## src/logic/asrp_pkg.sv

```systemverilog
package asrp_pkg;
   // ------------------------------------------------------------
   // result word and pin map of the shared data bus
   // ------------------------------------------------------------
   localparam int RESULT_BITS = 18;
   localparam int PINS = 18;
   localparam int FIFO_DEPTH = 32;
   localparam int CHAIN_DELAY = 16;
   localparam logic [1:0] MODE_SERIAL = 2'h3;
   localparam int PIN_DIV0 = 4;
   localparam int PIN_DIV1 = 5;
   localparam int PIN_CLKSRC = 6;
   localparam int PIN_SYNCPOL = 7;
   localparam int PIN_INVCLK = 8;
   localparam int PIN_READ_SEL = 9;
   localparam int PIN_SERIAL_OUT = 10;
   localparam int PIN_SCLK = 11;
   localparam int PIN_SYNC = 12;

   // ------------------------------------------------------------
   // register map
   // ------------------------------------------------------------
   localparam logic [3:0] REG_CTRL = 4'h0;
   localparam logic [3:0] REG_STATUS = 4'h4;
   localparam logic [3:0] REG_FRAMES = 4'h8;
   localparam logic [31:0] CTRL_RESET = 32'h0000_0101;
   localparam int CTRL_ENABLE = 0;
   localparam int CTRL_QLEN_LSB = 8;
   localparam int STAT_BUSY = 8;
   localparam int STAT_MASTER = 9;
   localparam int STAT_FULL = 10;

   typedef enum logic [1:0]
   {
      ST_IDLE = 2'h0,
      ST_SHIFT = 2'h1,
      ST_DONE = 2'h3
   } asrp_state_t;
endpackage : asrp_pkg

```

## src/logic/asrp_fifo.sv

```systemverilog
`timescale 1ns/1ps
module asrp_fifo #(
   parameter int WIDTH = asrp_pkg::RESULT_BITS,
   parameter int DEPTH = asrp_pkg::FIFO_DEPTH
) (
   input wire logic clk_i,                    // system clock
   input wire logic rst_i,                    // synchronous reset
   input wire logic in_valid_i,               // write request
   output logic in_ready_o,                   // room for a word
   input wire logic [WIDTH-1:0] in_data_i,    // write word
   output logic out_valid_o,                  // word available
   input wire logic out_ready_i,              // pop
   output logic [WIDTH-1:0] out_data_o,       // head word
   output logic [$clog2(DEPTH+1)-1:0] count_o // fill level
);
   localparam int AW = $clog2(DEPTH);
   localparam int CW = $clog2(DEPTH+1);

   generate
      if (DEPTH < 2 || (1 << AW) != DEPTH || WIDTH < 1)
      begin : g_bad
         $error("asrp_fifo: depth must be a power of two of at least 2");
      end
   endgenerate

   logic [WIDTH-1:0] mem_q [DEPTH];
   logic [AW-1:0] wr_q;
   logic [AW-1:0] rd_q;
   logic [CW-1:0] cnt_q;
   logic push;
   logic pop;

   assign in_ready_o = cnt_q != CW'(DEPTH);
   assign out_valid_o = cnt_q != '0;
   assign push = in_valid_i && in_ready_o;
   assign pop = out_ready_i && out_valid_o;
   assign count_o = cnt_q;
   // head read straight from storage, so a word pushed into an empty buffer is seen at once
   assign out_data_o = mem_q[rd_q];

   always_ff @(posedge clk_i)
   begin
      if (push)
      begin
         mem_q[wr_q] <= in_data_i;
      end
   end

   always_ff @(posedge clk_i)
   begin
      if (rst_i)
      begin
         wr_q <= '0;
         rd_q <= '0;
         cnt_q <= '0;
      end
      else
      begin
         if (push)
         begin
            wr_q <= wr_q + AW'(1);
         end
         if (pop)
         begin
            rd_q <= rd_q + AW'(1);
         end
         cnt_q <= cnt_q + CW'(push) - CW'(pop);
      end
   end
endmodule : asrp_fifo

```

## src/logic/asrp_edge.sv

```systemverilog
`timescale 1ns/1ps
module asrp_edge (
   input wire logic clk_i,     // system clock
   input wire logic rst_i,     // synchronous reset
   input wire logic level_i,   // sampled external clock
   input wire logic falling_i, // select falling edge as active
   output logic prev_o,        // level one cycle earlier
   output logic active_o       // one-cycle pulse on the active edge
);
   logic prev_q;

   always_ff @(posedge clk_i)
   begin
      if (rst_i)
      begin
         prev_q <= 1'b0;
      end
      else
      begin
         prev_q <= level_i;
      end
   end

   assign prev_o = prev_q;
   assign active_o = falling_i ? (prev_q && !level_i) : (!prev_q && level_i);
endmodule : asrp_edge

```

## src/logic/asrp_serial_port.sv

```systemverilog
// Implementation choices: the register addresses and the address-and-strobe port.
`timescale 1ns/1ps
// Overview of operation
// [RULE_01] modes 0-2 parallel pins, mode 3 serial
// [RULE_02] edge invert applies to data clocks
// [RULE_03] read-after-convert: shift result after conversion
// [RULE_04] read-during-convert: shift previous result meanwhile
// [RULE_05] slave forwards chain input after sixteen periods
// [RULE_06] result shifted MSB first, coding selectable
// [RULE_07] master: data stable across both clock edges
// [RULE_08] slave, invert low: update on rising edge
// [RULE_09] slave, invert high: update on falling edge
// [RULE_10] data clock pin direction follows clock source
// [RULE_11] sync polarity low: sync high while valid
// [RULE_12] sync polarity high: sync low while valid
// [RULE_13] clock source low master, high slave
// [RULE_14] divider slows master read-after-convert clock only
// [RULE_15] each frame carries one complete result
module asrp_serial_port #(
   parameter int RESULT_BITS = asrp_pkg::RESULT_BITS,
   parameter int FIFO_DEPTH = asrp_pkg::FIFO_DEPTH,
   parameter int CHAIN_DELAY = asrp_pkg::CHAIN_DELAY
) (
   input wire logic SYS_CLK_I,                      // 200 MHz clock
   input wire logic RESET_I,                        // synchronous reset, high
   input wire logic [1:0] MODE_I,                   // interface mode field
   input wire logic OUTPUT_CODING_SELECT_I,         // high: flip sign bit
   input wire logic [asrp_pkg::PINS-1:0] PAR_DATA_I, // parallel bus word
   input wire logic [RESULT_BITS-1:0] RESULT_I,     // conversion result
   input wire logic RESULT_VALID_I,                 // result offered
   output logic RESULT_READY_O,                     // result accepted
   input wire logic CONVERTING_I,                   // conversion in progress
   input wire logic CS_N_I,                         // chip select, low
   input wire logic [asrp_pkg::PINS-1:0] PIN_I,     // shared pin levels
   output logic [asrp_pkg::PINS-1:0] PIN_O,         // shared pin drive
   output logic [asrp_pkg::PINS-1:0] PIN_OE_O,      // shared pin enables
   input wire logic [3:0] REG_ADDR_I,               // register byte address
   input wire logic [31:0] REG_WDATA_I,             // write data
   input wire logic REG_WR_I,                       // write strobe
   input wire logic REG_RD_I,                       // read strobe
   output logic [31:0] REG_RDATA_O                  // read data, next cycle
);
   localparam int BW = $clog2(RESULT_BITS+1);
   localparam int CW = $clog2(FIFO_DEPTH+1);

   generate
      if (RESULT_BITS < 2 || CHAIN_DELAY < 2 || CW > 8 || RESULT_BITS > asrp_pkg::PINS)
      begin : g_bad
         $error("asrp_serial_port: unsupported parameter values");
      end
   endgenerate

   // ------------------------------------------------------------
   // pin decode
   // ------------------------------------------------------------
   logic serial_mode;
   logic slave_sel;
   logic sync_pol;
   logic clk_inv;
   logic rsel_chain;
   logic [1:0] div_sel;
   logic sclk_in;

   assign serial_mode = MODE_I == asrp_pkg::MODE_SERIAL;
   assign slave_sel = PIN_I[asrp_pkg::PIN_CLKSRC];
   assign sync_pol = PIN_I[asrp_pkg::PIN_SYNCPOL];
   assign clk_inv = PIN_I[asrp_pkg::PIN_INVCLK];
   assign rsel_chain = PIN_I[asrp_pkg::PIN_READ_SEL];
   assign div_sel = {PIN_I[asrp_pkg::PIN_DIV1], PIN_I[asrp_pkg::PIN_DIV0]};
   assign sclk_in = PIN_I[asrp_pkg::PIN_SCLK];

   // ------------------------------------------------------------
   // result buffer
   // ------------------------------------------------------------
   logic fifo_valid;
   logic [RESULT_BITS-1:0] fifo_data;
   logic [CW-1:0] fifo_count;
   logic load;
   logic pop;

   asrp_fifo #(
      .WIDTH(RESULT_BITS),
      .DEPTH(FIFO_DEPTH)
   ) u_fifo (
      .clk_i(SYS_CLK_I),
      .rst_i(RESET_I),
      .in_valid_i(RESULT_VALID_I),
      .in_ready_o(RESULT_READY_O),
      .in_data_i(RESULT_I),
      .out_valid_o(fifo_valid),
      .out_ready_i(pop),
      .out_data_o(fifo_data),
      .count_o(fifo_count)
   );

   // ------------------------------------------------------------
   // slave clock edge detection
   // ------------------------------------------------------------
   logic sclk_prev;
   logic sclk_active;

   asrp_edge u_edge (
      .clk_i(SYS_CLK_I),
      .rst_i(RESET_I),
      .level_i(sclk_in),
      .falling_i(clk_inv),
      .prev_o(sclk_prev),
      .active_o(sclk_active)
   );

   // ------------------------------------------------------------
   // control registers and frame state
   // ------------------------------------------------------------
   logic [31:0] ctrl_q;
   logic [15:0] frames_q;
   logic [31:0] rdata_q;
   logic [31:0] status_w;
   asrp_pkg::asrp_state_t state_q;
   logic master_q;
   logic cs_n_prev_q;
   logic [RESULT_BITS-1:0] sh_q;
   logic [CHAIN_DELAY-1:0] chain_q;
   logic [BW-1:0] bit_cnt_q;
   logic [1:0] phase_q;
   logic [10:0] qcnt_q;
   logic [10:0] quarter_len;
   logic [7:0] qlen8;
   logic apply_div;
   logic master_start;
   logic slave_start;
   logic quarter_tick;
   logic last_bit;
   logic frame_end_m;
   logic slave_edge;
   logic [RESULT_BITS-1:0] load_word;
   logic serial_bit;
   logic sclk_raw;
   logic sync_active;

   assign qlen8 = (ctrl_q[asrp_pkg::CTRL_QLEN_LSB +: 8] == 8'h00) ? 8'h01 : ctrl_q[asrp_pkg::CTRL_QLEN_LSB +: 8];
   assign apply_div = !slave_sel && !rsel_chain; // [RULE_14]
   assign quarter_len = {3'h0, qlen8} << (apply_div ? div_sel : 2'h0); // [RULE_14]

   // a low read select waits for the conversion to finish, so full throughput is lost
   assign master_start = serial_mode && !slave_sel && ctrl_q[asrp_pkg::CTRL_ENABLE] && fifo_valid
                         && (rsel_chain ? CONVERTING_I : !CONVERTING_I); // [RULE_03] [RULE_04]
   assign slave_start = serial_mode && slave_sel && cs_n_prev_q && !CS_N_I; // [RULE_13]
   assign load = (state_q == asrp_pkg::ST_IDLE) && (master_start || slave_start);
   assign pop = load && fifo_valid;

   // an empty buffer in slave mode shifts zeros rather than stalling the host
   assign load_word = fifo_valid ? (fifo_data ^ {OUTPUT_CODING_SELECT_I, {(RESULT_BITS-1){1'b0}}})
                                 : '0; // [RULE_06]

   assign quarter_tick = master_q && (state_q == asrp_pkg::ST_SHIFT) && (qcnt_q == quarter_len - 11'h001);
   assign last_bit = bit_cnt_q == BW'(RESULT_BITS-1);
   assign frame_end_m = quarter_tick && (phase_q == 2'h3) && last_bit; // [RULE_15]
   assign slave_edge = !master_q && (state_q == asrp_pkg::ST_SHIFT) && !CS_N_I && sclk_active; // [RULE_08] [RULE_09]

   always_ff @(posedge SYS_CLK_I)
   begin
      if (RESET_I)
      begin
         cs_n_prev_q <= 1'b1;
      end
      else
      begin
         cs_n_prev_q <= CS_N_I;
      end
   end

   always_ff @(posedge SYS_CLK_I)
   begin
      if (RESET_I)
      begin
         state_q <= asrp_pkg::ST_IDLE;
         master_q <= 1'b0;
      end
      else
      begin
         case (state_q)
            asrp_pkg::ST_IDLE:
            begin
               if (load)
               begin
                  state_q <= asrp_pkg::ST_SHIFT;
                  master_q <= master_start; // [RULE_13]
               end
            end
            asrp_pkg::ST_SHIFT:
            begin
               if ((master_q && frame_end_m) || (!master_q && CS_N_I) || !serial_mode)
               begin
                  state_q <= asrp_pkg::ST_DONE;
               end
            end
            asrp_pkg::ST_DONE:
            begin
               state_q <= asrp_pkg::ST_IDLE;
            end
            default:
            begin
               state_q <= asrp_pkg::ST_IDLE;
            end
         endcase
      end
   end

   // master timing: four quarter phases per bit, clock high in phases 1 and 2
   always_ff @(posedge SYS_CLK_I)
   begin
      if (RESET_I || load || !master_q || state_q != asrp_pkg::ST_SHIFT)
      begin
         qcnt_q <= '0;
         phase_q <= 2'h0;
      end
      else if (quarter_tick)
      begin
         qcnt_q <= '0;
         phase_q <= phase_q + 2'h1;
      end
      else
      begin
         qcnt_q <= qcnt_q + 11'h001;
      end
   end

   // master data moves only at the middle of the low phase, clear of both edges; slave data moves on the active edge
   always_ff @(posedge SYS_CLK_I)
   begin
      if (RESET_I)
      begin
         sh_q <= '0;
         bit_cnt_q <= '0;
         chain_q <= '0;
      end
      else if (load)
      begin
         sh_q <= load_word; // [RULE_06]
         bit_cnt_q <= '0;
         chain_q <= '0;
      end
      else if (quarter_tick && phase_q == 2'h3 && !last_bit)
      begin
         sh_q <= {sh_q[RESULT_BITS-2:0], 1'b0}; // [RULE_06] [RULE_07]
         bit_cnt_q <= bit_cnt_q + BW'(1);
      end
      else if (slave_edge)
      begin
         sh_q <= {sh_q[RESULT_BITS-2:0], 1'b0}; // [RULE_08] [RULE_09]
         chain_q <= {chain_q[CHAIN_DELAY-2:0], rsel_chain}; // [RULE_05]
         if (bit_cnt_q != BW'(RESULT_BITS))
         begin
            bit_cnt_q <= bit_cnt_q + BW'(1);
         end
      end
   end

   // once the own word is out, the chained stream follows
   assign serial_bit = (!master_q && bit_cnt_q == BW'(RESULT_BITS)) ? chain_q[CHAIN_DELAY-1]
                                                                     : sh_q[RESULT_BITS-1]; // [RULE_05]
   assign sclk_raw = master_q && (state_q == asrp_pkg::ST_SHIFT) && (phase_q == 2'h1 || phase_q == 2'h2);
   assign sync_active = master_q && (state_q == asrp_pkg::ST_SHIFT); // [RULE_15]

   // ------------------------------------------------------------
   // pin drive
   // ------------------------------------------------------------
   always_ff @(posedge SYS_CLK_I)
   begin
      if (RESET_I)
      begin
         PIN_O <= '0;
         PIN_OE_O <= '0;
      end
      else if (!serial_mode)
      begin
         PIN_O <= PAR_DATA_I; // [RULE_01]
         PIN_OE_O <= '1;
      end
      else
      begin
         PIN_O <= '0; // [RULE_01]
         PIN_OE_O <= '0; // [RULE_14]
         PIN_O[asrp_pkg::PIN_SERIAL_OUT] <= (state_q == asrp_pkg::ST_SHIFT) && serial_bit;
         PIN_OE_O[asrp_pkg::PIN_SERIAL_OUT] <= 1'b1;
         PIN_O[asrp_pkg::PIN_SCLK] <= sclk_raw ^ clk_inv; // [RULE_02]
         PIN_OE_O[asrp_pkg::PIN_SCLK] <= !slave_sel; // [RULE_10] [RULE_13]
         PIN_O[asrp_pkg::PIN_SYNC] <= sync_active ? !sync_pol : sync_pol; // [RULE_11] [RULE_12]
         PIN_OE_O[asrp_pkg::PIN_SYNC] <= 1'b1;
      end
   end

   // ------------------------------------------------------------
   // register port
   // ------------------------------------------------------------
   always_comb
   begin
      status_w = '0;
      status_w[CW-1:0] = fifo_count;
      status_w[asrp_pkg::STAT_BUSY] = state_q != asrp_pkg::ST_IDLE;
      status_w[asrp_pkg::STAT_MASTER] = master_q;
      status_w[asrp_pkg::STAT_FULL] = !RESULT_READY_O;
   end

   always_ff @(posedge SYS_CLK_I)
   begin
      if (RESET_I)
      begin
         ctrl_q <= asrp_pkg::CTRL_RESET;
      end
      else if (REG_WR_I && REG_ADDR_I == asrp_pkg::REG_CTRL)
      begin
         ctrl_q <= {16'h0000, REG_WDATA_I[15:8], 7'h00, REG_WDATA_I[0]};
      end
   end

   always_ff @(posedge SYS_CLK_I)
   begin
      if (RESET_I)
      begin
         frames_q <= '0;
      end
      else if (state_q == asrp_pkg::ST_DONE)
      begin
         frames_q <= frames_q + 16'h0001;
      end
   end

   always_ff @(posedge SYS_CLK_I)
   begin
      if (RESET_I || !REG_RD_I)
      begin
         rdata_q <= '0;
      end
      else
      begin
         case (REG_ADDR_I)
            asrp_pkg::REG_CTRL: rdata_q <= ctrl_q;
            asrp_pkg::REG_STATUS: rdata_q <= status_w;
            asrp_pkg::REG_FRAMES: rdata_q <= {16'h0000, frames_q};
            default: rdata_q <= '0;
         endcase
      end
   end

   assign REG_RDATA_O = rdata_q;

   // ------------------------------------------------------------
   // checks
   // ------------------------------------------------------------
   property p_parallel_pins;
      @(posedge SYS_CLK_I) disable iff (RESET_I)
      !serial_mode |=> (PIN_OE_O == '1) && (PIN_O == $past(PAR_DATA_I));
   endproperty
   a_parallel_pins: assert property (p_parallel_pins) else $error("parallel pins not driven"); // [RULE_01]

   property p_edge_select;
      @(posedge SYS_CLK_I) disable iff (RESET_I)
      slave_edge |-> (clk_inv ? (sclk_prev && !sclk_in) : (!sclk_prev && sclk_in));
   endproperty
   a_edge_select: assert property (p_edge_select) else $error("slave shift on wrong edge"); // [RULE_02]

   property p_after_convert;
      @(posedge SYS_CLK_I) disable iff (RESET_I)
      load && master_start && !rsel_chain |-> !CONVERTING_I;
   endproperty
   a_after_convert: assert property (p_after_convert) else $error("read started during conversion"); // [RULE_03]

   property p_during_convert;
      @(posedge SYS_CLK_I) disable iff (RESET_I)
      load && master_start && rsel_chain |-> CONVERTING_I ##1 (state_q == asrp_pkg::ST_SHIFT);
   endproperty
   a_during_convert: assert property (p_during_convert) else $error("read not during conversion"); // [RULE_04]

   property p_chain_capture;
      @(posedge SYS_CLK_I) disable iff (RESET_I)
      slave_edge && !load |=> chain_q[0] == $past(rsel_chain);
   endproperty
   a_chain_capture: assert property (p_chain_capture) else $error("chain input not captured"); // [RULE_05]

   property p_msb_first;
      @(posedge SYS_CLK_I) disable iff (RESET_I)
      quarter_tick && phase_q == 2'h3 && !last_bit |=> sh_q[RESULT_BITS-1] == $past(sh_q[RESULT_BITS-2]);
   endproperty
   a_msb_first: assert property (p_msb_first) else $error("shift order wrong"); // [RULE_06]

   property p_master_stable;
      @(posedge SYS_CLK_I) disable iff (RESET_I)
      master_q && state_q == asrp_pkg::ST_SHIFT && $past(state_q) == asrp_pkg::ST_SHIFT && phase_q != 2'h0
      |-> $stable(sh_q);
   endproperty
   a_master_stable: assert property (p_master_stable) else $error("master data moved near an edge"); // [RULE_07]

   property p_slave_stable;
      @(posedge SYS_CLK_I) disable iff (RESET_I)
      !master_q && $past(state_q) == asrp_pkg::ST_SHIFT && !$past(slave_edge) && !$past(load) |-> $stable(sh_q);
   endproperty
   a_slave_stable: assert property (p_slave_stable) else $error("slave data moved off edge"); // [RULE_08] [RULE_09]

   property p_clock_dir;
      @(posedge SYS_CLK_I) disable iff (RESET_I)
      serial_mode |=> PIN_OE_O[asrp_pkg::PIN_SCLK] == !$past(slave_sel);
   endproperty
   a_clock_dir: assert property (p_clock_dir) else $error("data clock direction wrong"); // [RULE_10] [RULE_13]

   property p_sync_level;
      @(posedge SYS_CLK_I) disable iff (RESET_I)
      serial_mode && sync_active |=> PIN_O[asrp_pkg::PIN_SYNC] == !$past(sync_pol);
   endproperty
   a_sync_level: assert property (p_sync_level) else $error("frame sync level wrong"); // [RULE_11] [RULE_12]

   property p_divider_hiz;
      @(posedge SYS_CLK_I) disable iff (RESET_I)
      serial_mode |=> !PIN_OE_O[asrp_pkg::PIN_DIV0] && !PIN_OE_O[asrp_pkg::PIN_DIV1];
   endproperty
   a_divider_hiz: assert property (p_divider_hiz) else $error("divider pins driven"); // [RULE_14]

   property p_frame_length;
      @(posedge SYS_CLK_I) disable iff (RESET_I)
      $fell(state_q == asrp_pkg::ST_SHIFT) && $past(master_q) && $past(serial_mode)
      |-> $past(bit_cnt_q) == BW'(RESULT_BITS-1) && $past(phase_q) == 2'h3;
   endproperty
   a_frame_length: assert property (p_frame_length) else $error("master frame not full length"); // [RULE_15]
endmodule : asrp_serial_port

```

## config.mk

```make
export PLATFORM = sky130hd
export DESIGN_NAME = asrp_serial_port
export DESIGN_NICKNAME = d
export VERILOG_FILES = /design/src/logic/asrp_pkg.sv /design/src/logic/asrp_fifo.sv /design/src/logic/asrp_edge.sv /design/src/logic/asrp_serial_port.sv
export SDC_FILE = /design/constraint.sdc
export NUM_CORES = 1
export LEC_CHECK = 0
export ABC_AREA = 0
export ABC_CLOCK_PERIOD_IN_PS = 5290
export BUFFER_PORTS_ARGS = -buffer_cell sky130_fd_sc_hd__buf_4
export CAP_MARGIN = 25
export CORE_UTILIZATION = 44
export CTS_BUF_LIST = sky130_fd_sc_hd__clkbuf_4 sky130_fd_sc_hd__clkbuf_8 sky130_fd_sc_hd__clkbuf_16
export CTS_CLUSTER_SIZE = 40
export DETAILED_ROUTE_END_ITERATION = 6
export HOLD_SLACK_MARGIN = 0.08
export PLACE_DENSITY = 0.69
export SETUP_SLACK_MARGIN = 0.2
export SLEW_MARGIN = 10
export SYNTH_ARGS = -nofsm -noshare
export SYNTH_HDL_FRONTEND = slang
export SYNTH_SLANG_ARGS = --single-unit
```

## constraint.sdc

```tcl
create_clock -name SYS_CLK_I -period 5.29 [get_ports SYS_CLK_I]
set_clock_uncertainty 0.1 [all_clocks]
set_input_delay 1.3225 -clock SYS_CLK_I [delete_from_list [all_inputs] [get_ports SYS_CLK_I]]
set_output_delay 1.3225 -clock SYS_CLK_I [all_outputs]
set_load 0.05 [all_outputs]
```

==> metrics.md <==
| Metric | Value |
|---|---|
| Vias in the first global route | 15405 |
| Initial antenna violation count | 1 |
| Synth Flop Type | edfxtp_1 |
| Routing usage on met1 | 0.251 |
| Worst EP arrival | 4.83 ns |
| Area leader, netlist | edfxtp_1 |
| Kind of critical path | in2reg |
| Slew margin rel. | 0.417 |
| Cells after synthesis | 1668 |
| Layout Cells excl Fill | 2714 |
| Outcome | finished, final reports clean |
| Yosys reg bits | 716 |
| Reg2reg start | ctrl_q[10] |
| Vias per cell | 5.60 |
| Antenna viol nets, final | 0 |
| Drt pass-1 iters | 5 |
| Power per cell area | 377 nW/um2 |
| Avg Inst Size Synth | 17.3 um2 |
| Largest net degree at the start of global routing | 70 |
| Die width | 258 um |
| Area grow syn2layout | 15.1% |
| P_leak | 10.8 nW |
| Worst hold start | sh_q[5] |
| Crit Path Max Fanout | 18 |
| Cts-stage hold buffer count | 0 |
| Num rows | 93 |
| RSZ-0062 raised after global routing | false |
| # Post-CTS Setup Buffers | 0 |
| Setup TNS | 0 ns |
| First-pass GRT wire length | 94.2 mm |
| Clock transition at path regs | 0.06 ns |
| CP Launch Type | primary input |
| CTS resizes | 0 |
| ANT cells | 0 |
| Dpl hpwl | 37.0 mm |
| Grt ovf | 0 |
| Ports | 169 |
| CP startpoint | PIN_I[4] |
| Worst-Skew Late Latency | 0.62 ns |
| Core area | 64600 um2 |
| Crit path time final | 4.43 ns |
| Hold Vio Cnt, Final | 0 |
| Post-synthesis async set-or-reset flop share | 0 |
| Synthesized area | 28800 um2 |
| Slew Viols, Final | 0 |
| GPL Wtd Cong | 0.827 |
| Via count | 15200 |
| Most Crowded Layer GR | met2 |
| TritonCTS buffer count | 72 |
| Layout cell share with drive strength beyond 1 | 0.292 |
| Die height | 258 um |
| CTS tree | done |
| Critical Path End Type | flop |
| Post-layout net count | 1925 |
| Initial DRC Count | 1365 |
| Clk buf depth | 3 |
| IO buf count | 118 |
| Synth top area share | 0.601 |
| Fin crit share | 0.838 |
| MaxCap Viol Count | 0 |
| Met2 usage | 0.318 |
| Sequential cell area fraction in the yosys report | 0.698 |
| Die Footprint | 66500 um2 |
| Endpoints failing setup | 0 |
| Clk root buf | clkbuf_16 |
| Htree depth | 3 |
| Clock Sinks | 716 |
| Residual DRC count | 0 |
| Worst min path class | reg2reg |
| Initial Util | 0.446 |
| Inst Count DP | 2584 |
| Max IR drop VDD | 0.307 mV |
| Met3 usage in global routing | 0.0340 |
| Ranking of synthesized cells by area | edfxtp_1, mux4_2, dfxtp_1 |
| YS warnings | 0 |
| Required @ worst endpoint | 5.69 ns |
| Post-synth EDFFs | 576 |
| Highest clock rate | 226 MHz |
| Distinct cells, synth | 74 |
| Overall global routing resource usage | 0.189 |
| WL final | 62.1 mm |
| Avg WL per Cell | 22.9 um |
| Worst Max-Slew Pin Slew | 0.875 ns |
-- worst max-delay path, stage by stage --
cell and delay (ns):
buf_4 0.18, nor3b_2 0.50, nor2_1 0.14, nand2_1 0.10
ha_1 0.23, xor2_1 0.32, nand2_1 0.09, o32ai_1 0.24
a22o_1 0.23, o211ai_1 0.12, or4_1 0.73, and2_4 0.32
a211oi_1 0.29
-- per-stage QoR --
| stage | worst slack (ns) | cell area (um2) | utilization | hold slack (ns) | total power [mW] |
|---|---|---|---|---|---|
| after floorplan | 0.593 | 28900 | - | 0.332 | 7.15 |
| after global placement | 0.336 | 30700 | 0.476 | 0.340 | 7.48 |
| after detailed placement | 0.315 | 30700 | 0.476 | 0.344 | 7.51 |
| after CTS | 0.927 | 33200 | 0.513 | 0.359 | 12.6 |
| after global routing | 0.619 | 33200 | 0.513 | 0.382 | 12.9 |
| final | 0.858 | 33200 | 0.513 | 0.360 | 12.5 |
-- sequential cells by signal, indices dropped and copies added (netlist names), 6 cells and up, named ones only --
name            cells
qcnt_q             11
REG_RDATA_O        16
ctrl_q              9
chain_q            16
PIN_O              18
u_fifo.mem_q      576
u_fifo.count_o      6
sh_q               18
frames_q           16
-- final timing paths --
kind,end,slack (ns),cells after the start
worst max-delay path,sh_q[1],0.86,13
worst min-delay path,sh_q[5],0.36,2
worst max register to register,sh_q[1],1.06,13
worst min register to register,sh_q[5],0.36,2
-- kinds of logic (layout without fill, tap and decap cells) --
group	count (synthesis)	in the layout	share of synthesized area
AND/OR/NAND/NOR	337	337	0.0566
XOR/XNOR	52	52	0.0158
flip-flops	716	716	0.698
multiplexers	222	222	0.156
AO/OA/AOI/OAI	157	157	0.0377
adder cells (fa/ha/maj)	22	22	0.00982
other	1	16	0.000130
buffers and inverters	161	337	0.0263
-- final cells by class --
| type | instances | area, um2 |
|---|---|---|
| tap | 855 | 1070 |
| clock inverter | 40 | 419 |
| sequential | 716 | 20100 |
| clock buffer | 90 | 1990 |
| fill | 5112 | 31400 |
| timing repair buffer | 171 | 1330 |
| inverter | 36 | 135 |
| multi-input combinational | 806 | 8100 |
-- Yosys cell counts, drive strengths merged (5+ instances only) --
library cell	n
dfxtp	140
nand3	26
and2	8
or3	7
a211oi	23
xor2	34
edfxtp	576
nand3b	6
nand2	81
inv	35
xnor2	18
ha	21
a21oi	53
clkbuf	62
mux4	180
a21o	8
mux2i	41
and3	25
buf	63
nor3	8
nand4	9
nor2	123
nand2b	7
a22oi	13
or2	8
or3b	5
nor2b	6
o21ai	27
-- cells in the final DEF, fill, tap and decap left out, types with 35 or more instances in the layout --
cell type and instances:
edfxtp_1 576, mux4_2 180, buf_4 167, dfxtp_1 136, nor2_1 91, nand2_1 81, clkbuf_16 74, a21oi_1 53
mux2i_1 40, inv_1 35
-- routing by layer --
| metal | share of wire | wire length (um) |
|---|---|---|
| met4 | 0.024 | 1510 |
| met1 | 0.42 | 25800 |
| met3 | 0.057 | 3520 |
| met5 | 0.00018 | 11 |
| met2 | 0.50 | 31200 |
-- power by group --
| group | total, mW | leakage (nW) | internal (mW) | switching, mW |
|---|---|---|---|---|
| clock | 5.13 | 1.20 | 2.99 | 2.14 |
| combinational | 1.11 | 3.28 | 0.470 | 0.638 |
| sequential | 6.28 | 6.33 | 6.20 | 0.0793 |
Note: power is estimated with default switching activity, not from simulation.
